File: config.mk
export PLATFORM = sky130hd
export DESIGN_NAME = sdf_decim
export DESIGN_NICKNAME = d
export VERILOG_FILES = /design/src/hdl/sdf_pkg.sv /design/src/hdl/sdf_stage_if.sv /design/src/hdl/sdf_stage.sv /design/src/hdl/sdf_decim.sv
export SDC_FILE = /design/constraint.sdc
export NUM_CORES = 2
export LEC_CHECK = 0
export BUFFER_PORTS_ARGS = -buffer_cell sky130_fd_sc_hd__clkbuf_2
export CAP_MARGIN = 15
export CORE_UTILIZATION = 40
export DETAILED_ROUTE_END_ITERATION = 7
export PLACE_DENSITY = 0.6
export SLEW_MARGIN = 20
export SYNTH_ARGS = -nofsm -noshare
export SYNTH_HDL_FRONTEND = slang
export SYNTH_SLANG_ARGS = --single-unit
File: constraint.sdc
create_clock -name clk -period 22.5 [get_ports clk]
set_clock_uncertainty 0.05 [all_clocks]
set_input_delay 4.5 -clock clk [delete_from_list [all_inputs] [get_ports clk]]
set_output_delay 4.5 -clock clk [all_outputs]
set_load 0.01 [all_outputs]
File: src/hdl/sdf_pkg.sv
// Constants and types shared by the sinc3 decimation filter
package sdf_pkg;
  // Decimation factor range and the value taken at reset
  localparam int SDF_N_MIN = 19;
  localparam int SDF_N_MAX = 8000;
  localparam int SDF_N_RESET = 312;
  localparam int SDF_N_W = 13;
  // Modulator rate divider: gain 1, speed 16 gives master / 32
  localparam int SDF_GAIN_DEFAULT = 1;
  localparam int SDF_SPEED_DEFAULT = 16;
  localparam int SDF_MOD_DIV = 2 * SDF_SPEED_DEFAULT * SDF_GAIN_DEFAULT;
  // Three cascaded stages; growth N^3 plus sign needs 41 bits
  localparam int SDF_STAGES = 3;
  localparam int SDF_ACC_W = 41;
  // Output word and its positive full scale
  localparam int SDF_OUT_W = 24;
  localparam int SDF_DIV_STEPS = SDF_OUT_W;
  localparam logic [SDF_OUT_W-1:0] SDF_POS_FULL = 24'h7FFFFF;
  // Cycles from a started division to the output strobe
  localparam int SDF_DIV_LATENCY = SDF_DIV_STEPS + 2;

  typedef enum logic [1:0] {
    SDF_IDLE = 2'h0,
    SDF_DIV = 2'h1,
    SDF_SEND = 2'h3
  } sdf_div_state_t;
endpackage

File: src/hdl/sdf_stage_if.sv
// Carrier between the filter control and one integrator/comb stage
`timescale 1ns/1ps
`default_nettype none
interface sdf_stage_if #(
  parameter int W = sdf_pkg::SDF_ACC_W
) ();
  logic mod_en;
  logic dec_en;
  logic [W-1:0] int_in;
  logic [W-1:0] int_out;
  logic [W-1:0] comb_in;
  logic [W-1:0] comb_out;

  modport stage (
    input mod_en, dec_en, int_in, comb_in,
    output int_out, comb_out
  );
  modport ctrl (
    output mod_en, dec_en, int_in, comb_in,
    input int_out, comb_out
  );
endinterface
`default_nettype wire

File: src/hdl/sdf_stage.sv
// One running-average stage: integrator at modulator rate, comb after
`timescale 1ns/1ps
`default_nettype none
module sdf_stage (
  input wire logic clk,
  input wire logic rst,
  sdf_stage_if.stage st
);
  localparam int W = $bits(st.int_in);

  typedef struct packed {
    logic [W-1:0] acc;
    logic [W-1:0] prev;
  } sdf_stage_state_t;

  sdf_stage_state_t s;
  sdf_stage_state_t next_s;

  // Wrap-around is intended; the comb difference undoes it
  always_comb begin
    next_s = s;
    if (st.mod_en) begin
      next_s.acc = s.acc + st.int_in;
    end
    if (st.dec_en) begin
      next_s.prev = st.comb_in;
    end
  end

  always_ff @(posedge clk) begin
    if (rst) begin
      s <= '0;
    end else begin
      s <= next_s;
    end
  end

  assign st.int_out = s.acc;
  // Comb left unregistered so the three differences settle in one cycle
  assign st.comb_out = st.comb_in - s.prev;
endmodule
`default_nettype wire

File: src/hdl/sdf_decim.sv
// Sinc3 decimation filter for a one-bit sigma-delta modulator stream
//
// Behaviour
// - Input is one bit, 1 means max level.
// - Feedback bit is delayed one modulator sample.
// - Output rate is modulator rate divided by N.
// - N programmable from 19 to 8000.
// - Three cascaded N-sample running averages.
// - Impulse response spans 3N, unity gain.
// - Each stage integrates, decimates, then differences.
// - Linear phase, delay of 3N/2 modulator samples.
// - Response zeros at multiples of output rate.
// - Only output-rate samples are presented outside.
// - Modulator rate is master clock over 32.
// - Output is 24-bit word, zero for zero input.
`timescale 1ns/1ps
`default_nettype none
module sdf_decim #(
  parameter int N_W = sdf_pkg::SDF_N_W,
  parameter int ACC_W = sdf_pkg::SDF_ACC_W,
  parameter int MOD_DIV = sdf_pkg::SDF_MOD_DIV
) (
  input wire logic clk,
  input wire logic rst,
  input wire logic mod_bit_pin,
  input wire logic [N_W-1:0] decim_n,
  output logic [sdf_pkg::SDF_OUT_W-1:0] sample_word,
  output logic sample_valid,
  output logic mod_clk,
  output logic fb_bit
);
  localparam int OW = sdf_pkg::SDF_OUT_W;
  localparam int DIV_W = $clog2(MOD_DIV);
  localparam int NEED_W = 3 * $clog2(sdf_pkg::SDF_N_MAX + 1) + 2;
  localparam logic [DIV_W-1:0] DIV_LAST = DIV_W'(MOD_DIV - 1);
  localparam logic [DIV_W-1:0] DIV_HALF = DIV_W'(MOD_DIV / 2);
  localparam logic [N_W-1:0] N_MIN_V = N_W'(sdf_pkg::SDF_N_MIN);
  localparam logic [N_W-1:0] N_MAX_V = N_W'(sdf_pkg::SDF_N_MAX);
  localparam logic [N_W-1:0] N_RESET_V = N_W'(sdf_pkg::SDF_N_RESET);
  localparam logic [N_W-1:0] N_ONE = N_W'(1);
  localparam logic [1:0] FILL_FULL = 2'(sdf_pkg::SDF_STAGES);
  localparam logic [4:0] STEP_LAST = 5'(sdf_pkg::SDF_DIV_STEPS - 1);
  localparam logic [ACC_W-1:0] X_POS = ACC_W'(1);
  localparam logic [ACC_W-1:0] X_NEG = '1;
  localparam int MOD_GAP = MOD_DIV;
  localparam int DIV_LAT = sdf_pkg::SDF_DIV_LATENCY;

  // Refuse sizes the arithmetic cannot serve
  if (ACC_W < NEED_W) begin : g_acc_chk
    $error("ACC_W too small for N^3 growth");
  end
  if (MOD_DIV < 2 || (MOD_DIV % 2) != 0) begin : g_div_chk
    $error("MOD_DIV must be even and at least 2");
  end
  if (N_W < $clog2(sdf_pkg::SDF_N_MAX + 1)) begin : g_nw_chk
    $error("N_W too small for the largest decimation factor");
  end

  typedef struct packed {
    logic [2:0] sync;
    logic bit_ok;
    logic [DIV_W-1:0] div_cnt;
    logic mod_en;
    logic mod_clk;
    logic fb;
    logic [N_W-1:0] n_cur;
    logic [N_W-1:0] dec_cnt;
    logic dec_en;
    logic [1:0] fill;
    logic [ACC_W-1:0] dvsr;
    logic [ACC_W-1:0] rem;
    logic [OW-1:0] quo;
    logic neg;
    logic [4:0] step;
    sdf_pkg::sdf_div_state_t st;
    logic [OW-1:0] word;
    logic valid;
  } sdf_state_t;

  sdf_state_t s;
  sdf_state_t next_s;

  logic [ACC_W-1:0] x_in;
  logic [ACC_W-1:0] filt;
  logic [ACC_W-1:0] n_cube;

  // Stage chain: integrators 0->1->2, combs fed from the last integrator
  sdf_stage_if #(.W(ACC_W)) stg [sdf_pkg::SDF_STAGES] ();

  // A 1 pulls the average toward full positive scale
  assign x_in = s.bit_ok ? X_POS : X_NEG;

  for (genvar g = 0; g < sdf_pkg::SDF_STAGES; g++) begin : g_stage
    assign stg[g].mod_en = s.mod_en;
    assign stg[g].dec_en = s.dec_en;
    if (g == 0) begin : g_first
      assign stg[g].int_in = x_in;
      assign stg[g].comb_in = stg[sdf_pkg::SDF_STAGES-1].int_out;
    end else begin : g_rest
      assign stg[g].int_in = stg[g-1].int_out;
      assign stg[g].comb_in = stg[g-1].comb_out;
    end
    sdf_stage u_stage (
      .clk(clk),
      .rst(rst),
      .st(stg[g])
    );
  end

  // Sum of 3N-long impulse response; divided by N^3 below for unity gain
  // Symmetric taps give the 3N/2 sample delay without extra logic
  assign filt = stg[sdf_pkg::SDF_STAGES-1].comb_out;
  assign n_cube = ACC_W'(s.n_cur) * ACC_W'(s.n_cur) * ACC_W'(s.n_cur);

  always_comb begin
    logic [ACC_W-1:0] trial;
    logic qb;
    logic [OW-1:0] sat;
    trial = '0;
    qb = 1'b0;
    sat = '0;
    next_s = s;
    next_s.mod_en = 1'b0;
    next_s.dec_en = 1'b0;
    next_s.valid = 1'b0;

    // Pin synchroniser; the level is taken once two later stages agree
    next_s.sync = {s.sync[1:0], mod_bit_pin};
    if (s.sync[1] == s.sync[2]) begin
      next_s.bit_ok = s.sync[2];
    end

    // Modulator sample enable from the master clock
    if (s.div_cnt == DIV_LAST) begin
      next_s.div_cnt = '0;
      next_s.mod_en = 1'b1;
    end else begin
      next_s.div_cnt = s.div_cnt + 1'b1;
    end
    next_s.mod_clk = (next_s.div_cnt < DIV_HALF);

    if (s.mod_en) begin
      // Bit decided in this sample returns to the modulator next sample
      next_s.fb = s.bit_ok;
      if (s.dec_cnt == s.n_cur - N_ONE) begin
        next_s.dec_cnt = '0;
        next_s.dec_en = 1'b1;
      end else begin
        next_s.dec_cnt = s.dec_cnt + N_ONE;
      end
    end

    if (s.dec_en) begin
      // First words after start or an N change are transients; drop them
      if (s.fill == FILL_FULL && s.st == sdf_pkg::SDF_IDLE) begin
        next_s.neg = filt[ACC_W-1];
        next_s.rem = filt[ACC_W-1] ? -filt : filt;
        next_s.dvsr = n_cube;
        next_s.quo = '0;
        next_s.step = '0;
        next_s.st = sdf_pkg::SDF_DIV;
      end
      // New N applies only at a frame edge; out-of-range values ignored
      if (decim_n >= N_MIN_V && decim_n <= N_MAX_V &&
          decim_n != s.n_cur) begin
        next_s.n_cur = decim_n;
        next_s.fill = '0;
      end else if (s.fill != FILL_FULL) begin
        next_s.fill = s.fill + 2'h1;
      end
    end

    // Restoring division: quotient is |y| * 2^23 / N^3
    unique case (s.st)
      sdf_pkg::SDF_IDLE: begin
      end
      sdf_pkg::SDF_DIV: begin
        trial = (s.step == '0) ? s.rem : {s.rem[ACC_W-2:0], 1'b0};
        if (trial >= s.dvsr) begin
          next_s.rem = trial - s.dvsr;
          qb = 1'b1;
        end else begin
          next_s.rem = trial;
        end
        next_s.quo = {s.quo[OW-2:0], qb};
        if (s.step == STEP_LAST) begin
          next_s.st = sdf_pkg::SDF_SEND;
        end else begin
          next_s.step = s.step + 5'h1;
        end
      end
      sdf_pkg::SDF_SEND: begin
        // Full scale 2^23 does not fit; clip symmetrically
        sat = s.quo[OW-1] ? sdf_pkg::SDF_POS_FULL : s.quo;
        next_s.word = s.neg ? -sat : sat;
        next_s.valid = 1'b1;
        next_s.st = sdf_pkg::SDF_IDLE;
      end
      default: begin
        next_s.st = sdf_pkg::SDF_IDLE;
      end
    endcase
  end

  always_ff @(posedge clk) begin
    if (rst) begin
      s <= '0;
      s.n_cur <= N_RESET_V;
    end else begin
      s <= next_s;
    end
  end

  assign sample_word = s.word;
  assign sample_valid = s.valid;
  assign mod_clk = s.mod_clk;
  assign fb_bit = s.fb;

  // Helper: modulator samples seen in the current output frame
  logic [N_W-1:0] chk_cnt;
  always_ff @(posedge clk) begin
    if (rst) begin
      chk_cnt <= '0;
    end else if (s.dec_en) begin
      chk_cnt <= '0;
    end else if (s.mod_en) begin
      chk_cnt <= chk_cnt + N_ONE;
    end
  end
endmodule
`default_nettype wire

After elaboration in Yosys (flattened, before gate mapping) --
Index checks and enable logic that the tools add are counted.
Cells by class: add/sub/neg operators 14, multipliers 2, divide/modulo/power cells 0, order comparisons 4, eq/ne operators 9, shifts and indexed selects 0, mux-type cells 21, bitwise gates (word level) 1, reduce and logical (&&, ||, !) cells 13
Operators by type and width (count):
- 41-bit two-way mux | 4
- 73-bit two-way mux | 2
- 41-bit adder | 3
- 41-bit subtractor | 3
- 65-bit two-way mux | 1
- 41-bit by 39-bit >= comparator with 1-bit output | 1
- 41-bit negator | 1
- 41-bit by 39-bit subtractor with 41-bit output | 1
- 26-bit by 13-bit multiplier with 39-bit output | 1
- 13-bit by 13-bit multiplier with 26-bit output | 1
- 24-bit two-way mux | 1
- 23-bit negator with 24-bit output | 1
- 23-bit two-way mux | 1
- 5-bit two-way mux | 3
- 13-bit by 1-bit adder with 13-bit output (second input constant) | 1
- 13-bit == test | 1
- 13-bit by 5-bit >= comparator with 1-bit output (second input constant) | 1
- 13-bit <= comparator (second input constant) | 1
- 13-bit two-way mux | 1
- 13-bit inequality test | 1
- 13-bit by 1-bit subtractor with 13-bit output (second input constant) | 1
- 5-bit by 1-bit adder with 5-bit output (second input constant) | 2
- 5-bit == test (second input constant) | 2
- 2-bit AND reduction | 4
- other kinds (15) | 25
Storage, ports and cells: register bits after elaboration 424, latch bits 0, RAM bits 0, ROM bits 0, input port bits 16, output and inout port bits 27, word-level logic and storage cells 88, memories 0

Depth between registers and ports, before layout --
depth in word-level cells 9, mapped depth 49, depth with buffers taken out 45

Modules after synthesis --
A second synthesis with hierarchy kept.
Second synthesis, totals: cells, all modules 6162, area, all modules 49924.1 µm²
Modules (own cells, without submodules):
- sdf_decim | instances 1, cells an instance 3205, area each 26580.5 µm², seq. area each 3563.4 µm²
- sdf_stage (g_stage[2].u_stage) | instances 1, cells an instance 1015, area each 7996.4 µm², seq. area each 1641.6 µm²
- sdf_stage (g_stage[0].u_stage) | instances 1, cells an instance 994, area each 7686.1 µm², seq. area each 1641.6 µm²
- sdf_stage (g_stage[1].u_stage) | instances 1, cells an instance 948, area each 7661.1 µm², seq. area each 1641.6 µm²

Worst setup path after synthesis --
No wires, ideal clock.
kind register -> register, start register s[158] (netlist bit), end register s[135] (netlist bit), library setup time 106 ps, arrival time 11225 ps, required time 22344 ps, path slack 11119 ps, stages on the path, launching flop included 47, buffers on the path 3, clock period less this slack 11381 ps, path through dfxtp_1 -> clkbuf_1 -> clkbuf_1 -> clkbuf_1 -> nand2_1 -> fa_1 -> inv_1 -> fa_1 -> inv_1 -> fa_1 -> fa_1 -> fa_1 -> inv_1 -> ha_1 -> o21a_1 -> nor2_1 -> nor2b_1 -> a21boi_0 -> (+11 left out) -> inv_1 -> fa_1 -> fa_1 -> inv_1 -> fa_1 -> inv_1 -> ha_1 -> nor2b_1 -> o21ai_0 -> nand2b_1 -> a21oi_1 -> o22ai_1 -> a31oi_1 -> a21oi_1 -> a31oi_1 -> o21ai_0 -> or4b_2 -> o311ai_0
On the way: longest elaborated chain between the ends 2
RTL lines:
- start: declaration | line sdf_decim.sv:80 | sdf_state_t s;
- start signal: assignment | line sdf_decim.sv:210 | s <= next_s;
- 13-bit by 13-bit multiplier with 26-bit output | line sdf_decim.sv:113 | assign n_cube = ACC_W'(s.n_cur) * ACC_W'(s.n_cur) * ACC_W'(s.n_cur);
- 26-bit by 13-bit multiplier with 39-bit output * | line sdf_decim.sv:113
Mark *: on every way between the ends. The rest lies on a longest branch, timed or not. A chain may end at the register's enable or synchronous reset.

Final worst setup path --
start register s[157] (netlist bit), end register s[135] (netlist bit)
The elaborated chain is that of the path after synthesis.

==> results.md <==
- Post-Syn Nets: between 6,000 and 7,000
- Initial DRC count: approximately 2,000
- Synth top area share: 0.178
- Max VDD drop: roughly 0.000053 V
- Wire length of the first global-routing pass: 197,000 um
- GRT Residual Overflow: 0
- Utilization after layout: 0.431
- First drt pass iteration count: 5
- CTS max path bufs: 3
- Detailed-route DRC error count: 0
- Post-route setup TNS: 0 ns
- Ranking of synthesized cells by area: dfxtp_1 (18%), fa_1 (15%), ha_1 (12%)
- Die height: 347 um
- Async SR Flop Fraction: 0
- Clk root buf: clkbuf_16
- Resized Gates After CTS: 0
- Met2 Use GR: 0.330
- Largest net degree at the start of global routing: 177
- CP max-delay cell: dfxtp_1
- CTS sink count: 424
- Filler cell count: 11,882
- Prevailing post-synth register cell: dfxtp_1
- H-tree levels: 2
- Core Footprint: 0.118 mm^2
- Max-Cap Viols: 0
- Hold WC Path Type: register to register
- Vias in the first global route: about 38,000
- RSZ-0062 raised after global routing: false
- Cells after synthesis: 5,867
- Number of synthesized flops with an enable pin: 0
- ANT nets after route: 0
- Final worst path period need: 12.91 ns
- Sequential area share after synthesis: 0.178
- Met3 Usage GRT: 0.0185
- Top cell by count, worst path: fa_1
- Gr busiest metal: met2
- Reg-to-reg setup timing slack: roughly 9.6 ns
- Register bit total from synthesis: approximately 420
- Slew HR: 0.260
- Startpoint types: register
- Post-DP HPWL: 89,100 um
- Antenna diode count: 0
- Setup bufs post-CTS: 0
- Initial core utilization: 0.404
- Input/output buffers: 42
- Post-synth top area cell: dfxtp_1
- Crit-path max FO: 25
- Netlist cell types: 100
- Total power: 1.67 mW
- Status: completed
- Final Hold Vio Count: 0
- Cts hold-fix bufs: 0
- Post-route clock period utilization: 0.574
- Final setup fails: 0
- Die Footprint: 0.121 mm^2
- Vias per cell: between 5 and 6
- Leak: 23.6 nW
- Avg Cell Area, Syn: 8.13 um^2
- Met1 Use GR: 0.267
- Most frequent cells after synthesis: inv_1 (668), nand2_1 (545), nor2_1 (470)
- Worst-Margin Slew: 1.08 ns
- Layout cell share with drive strength beyond 1: 0.0536
- Setup crit end kind: register
- Fmax: 77.5 MHz
- Max stage delay on crit path: 0.95 ns
- Layout Nets: about 6,500
- Worst-path clk slew: 0.06 ns
- Initial antenna violation count: 0
- Clk Latency, worst-skew pair: 0.62 ns
- TritonCTS clock tree: yes
- PD cells: between 30 and 40 mW/mm^2
- Final Wtd Congestion: 0.861
- Die X: 347 um
- WL final: around 120,000 um
- Slew Limit Fails: 0
- Vias: 38,958
- Post-Syn Area: approximately 0.048 mm^2
- WL/cell: ~16 um
- Layout area overhead: 6.74%
- Critical path arrival: 13.35 ns
- CTS Buf Count: 51
- Top-count cell post-synth: inv_1
- CP Class: register to register
- Boundary Pins: 43
- All-layer global routing usage: 0.195
- Yosys Warn Count: 0
- Worst EP required: 22.95 ns
- Rows: 126
## where the power goes
part / internal, mW / leakage [nW] / total (mW) / switching, mW
Sequential: 0.751 / 3.42 / 0.752 / 0.000452
Combinational: 0.00491 / 19.3 / 0.0241 / 0.0191
Clock: 0.534 / 0.874 / 0.892 / 0.358
Total: 1.29 / 23.6 / 1.67 / 0.377
## cells by family (layout without fill, tap and decap cells)
family          after synthesis  count (layout)  share of synthesized area
mux                         262             262                     0.0563
buf+inv                     961             864                     0.0783
compound gates             1299            1299                      0.179
flops                       424             424                      0.178
fa+ha+maj                   795             795                      0.264
xor+xnor                    335             335                     0.0618
simple gates               1791            1791                      0.182
## placed cells by master, fill, tap and decap left out, types with 190 or more instances in the layout
| cell | instances |
|---|---|
| dfxtp_1 | 422 |
| ha_1 | 439 |
| inv_1 | 667 |
| xnor2_1 | 197 |
| and2_1 | 190 |
| nor2_1 | 468 |
| a21o_1 | 191 |
| o21ai_0 | 197 |
| mux2i_1 | 211 |
| nand2_1 | 545 |
| a21oi_1 | 399 |
| fa_1 | 356 |
## final timing paths
kind / from / endpoint / cells after the start
min: sample_word[15] / sample_word[15] / 2
max: s[157] / s[135] / 46
max reg2reg: s[157] / s[135] / 46
min reg2reg: sample_word[15] / sample_word[15] / 2
## state kept, by name, indices dropped and copies added, names as in the netlist
name                        cells
fb_bit                          1
g_stage.u_stage.s             123
next_s                          2
g_stage.u_stage.st.int_out    123
stg.mod_en                      1
s                             147
sample_word                    24
mod_clk                         1
stg.dec_en                      1
sample_valid                    1
## per-layer routing
layer / wire length (um) / part of all wire / up-vias
met5: 0 / 0 / -
met4: 2180 / 0.018 / 0
met3: 4170 / 0.035 / 131
met2: 54000 / 0.46 / 638
met1: 57400 / 0.49 / 18420
li1: - / - / 19769
## layout make-up
class | instances | area, um^2 | share of cell area
multi-input combinational | 4482 | 35500 | 0.697
clock buffer | 69 | 1450 | 0.0284
inverter | 671 | 2520 | 0.0494
tap | 1536 | 1920 | 0.0377
clock inverter | 25 | 370 | 0.00727
sequential | 424 | 8500 | 0.167
timing repair buffer | 99 | 661 | 0.0130
## stage by stage
| stage | hold WS, ns | area [um^2] | instances | setup WS [ns] |
|---|---|---|---|---|
| 3_3_place_gp | 0.391 | 49100 | 7212 | 9.92 |
| 5_1_grt | 0.422 | 50900 | 7306 | 8.94 |
| 6_report | 0.400 | 50900 | 7306 | 9.59 |
| 2_1_floorplan | 0.364 | 47700 | 5867 | 11.12 |
| 3_5_place_dp | 0.396 | 49100 | 7212 | 9.71 |
| 4_1_cts | 0.404 | 50900 | 7306 | 9.67 |
## worst max-delay path: cells and delay by family (launching register included)
family	cells	cell delay [ns]
AOI/OAI and AO/OA	15	3.32
DFF	1	0.95
xor gates and xnor gates	1	0.17
adders and majority gates	12	5.62
buffers and inverters	10	1.01
and+or+nand+nor	8	1.63
Note: power is estimated with default switching activity, not from simulation.
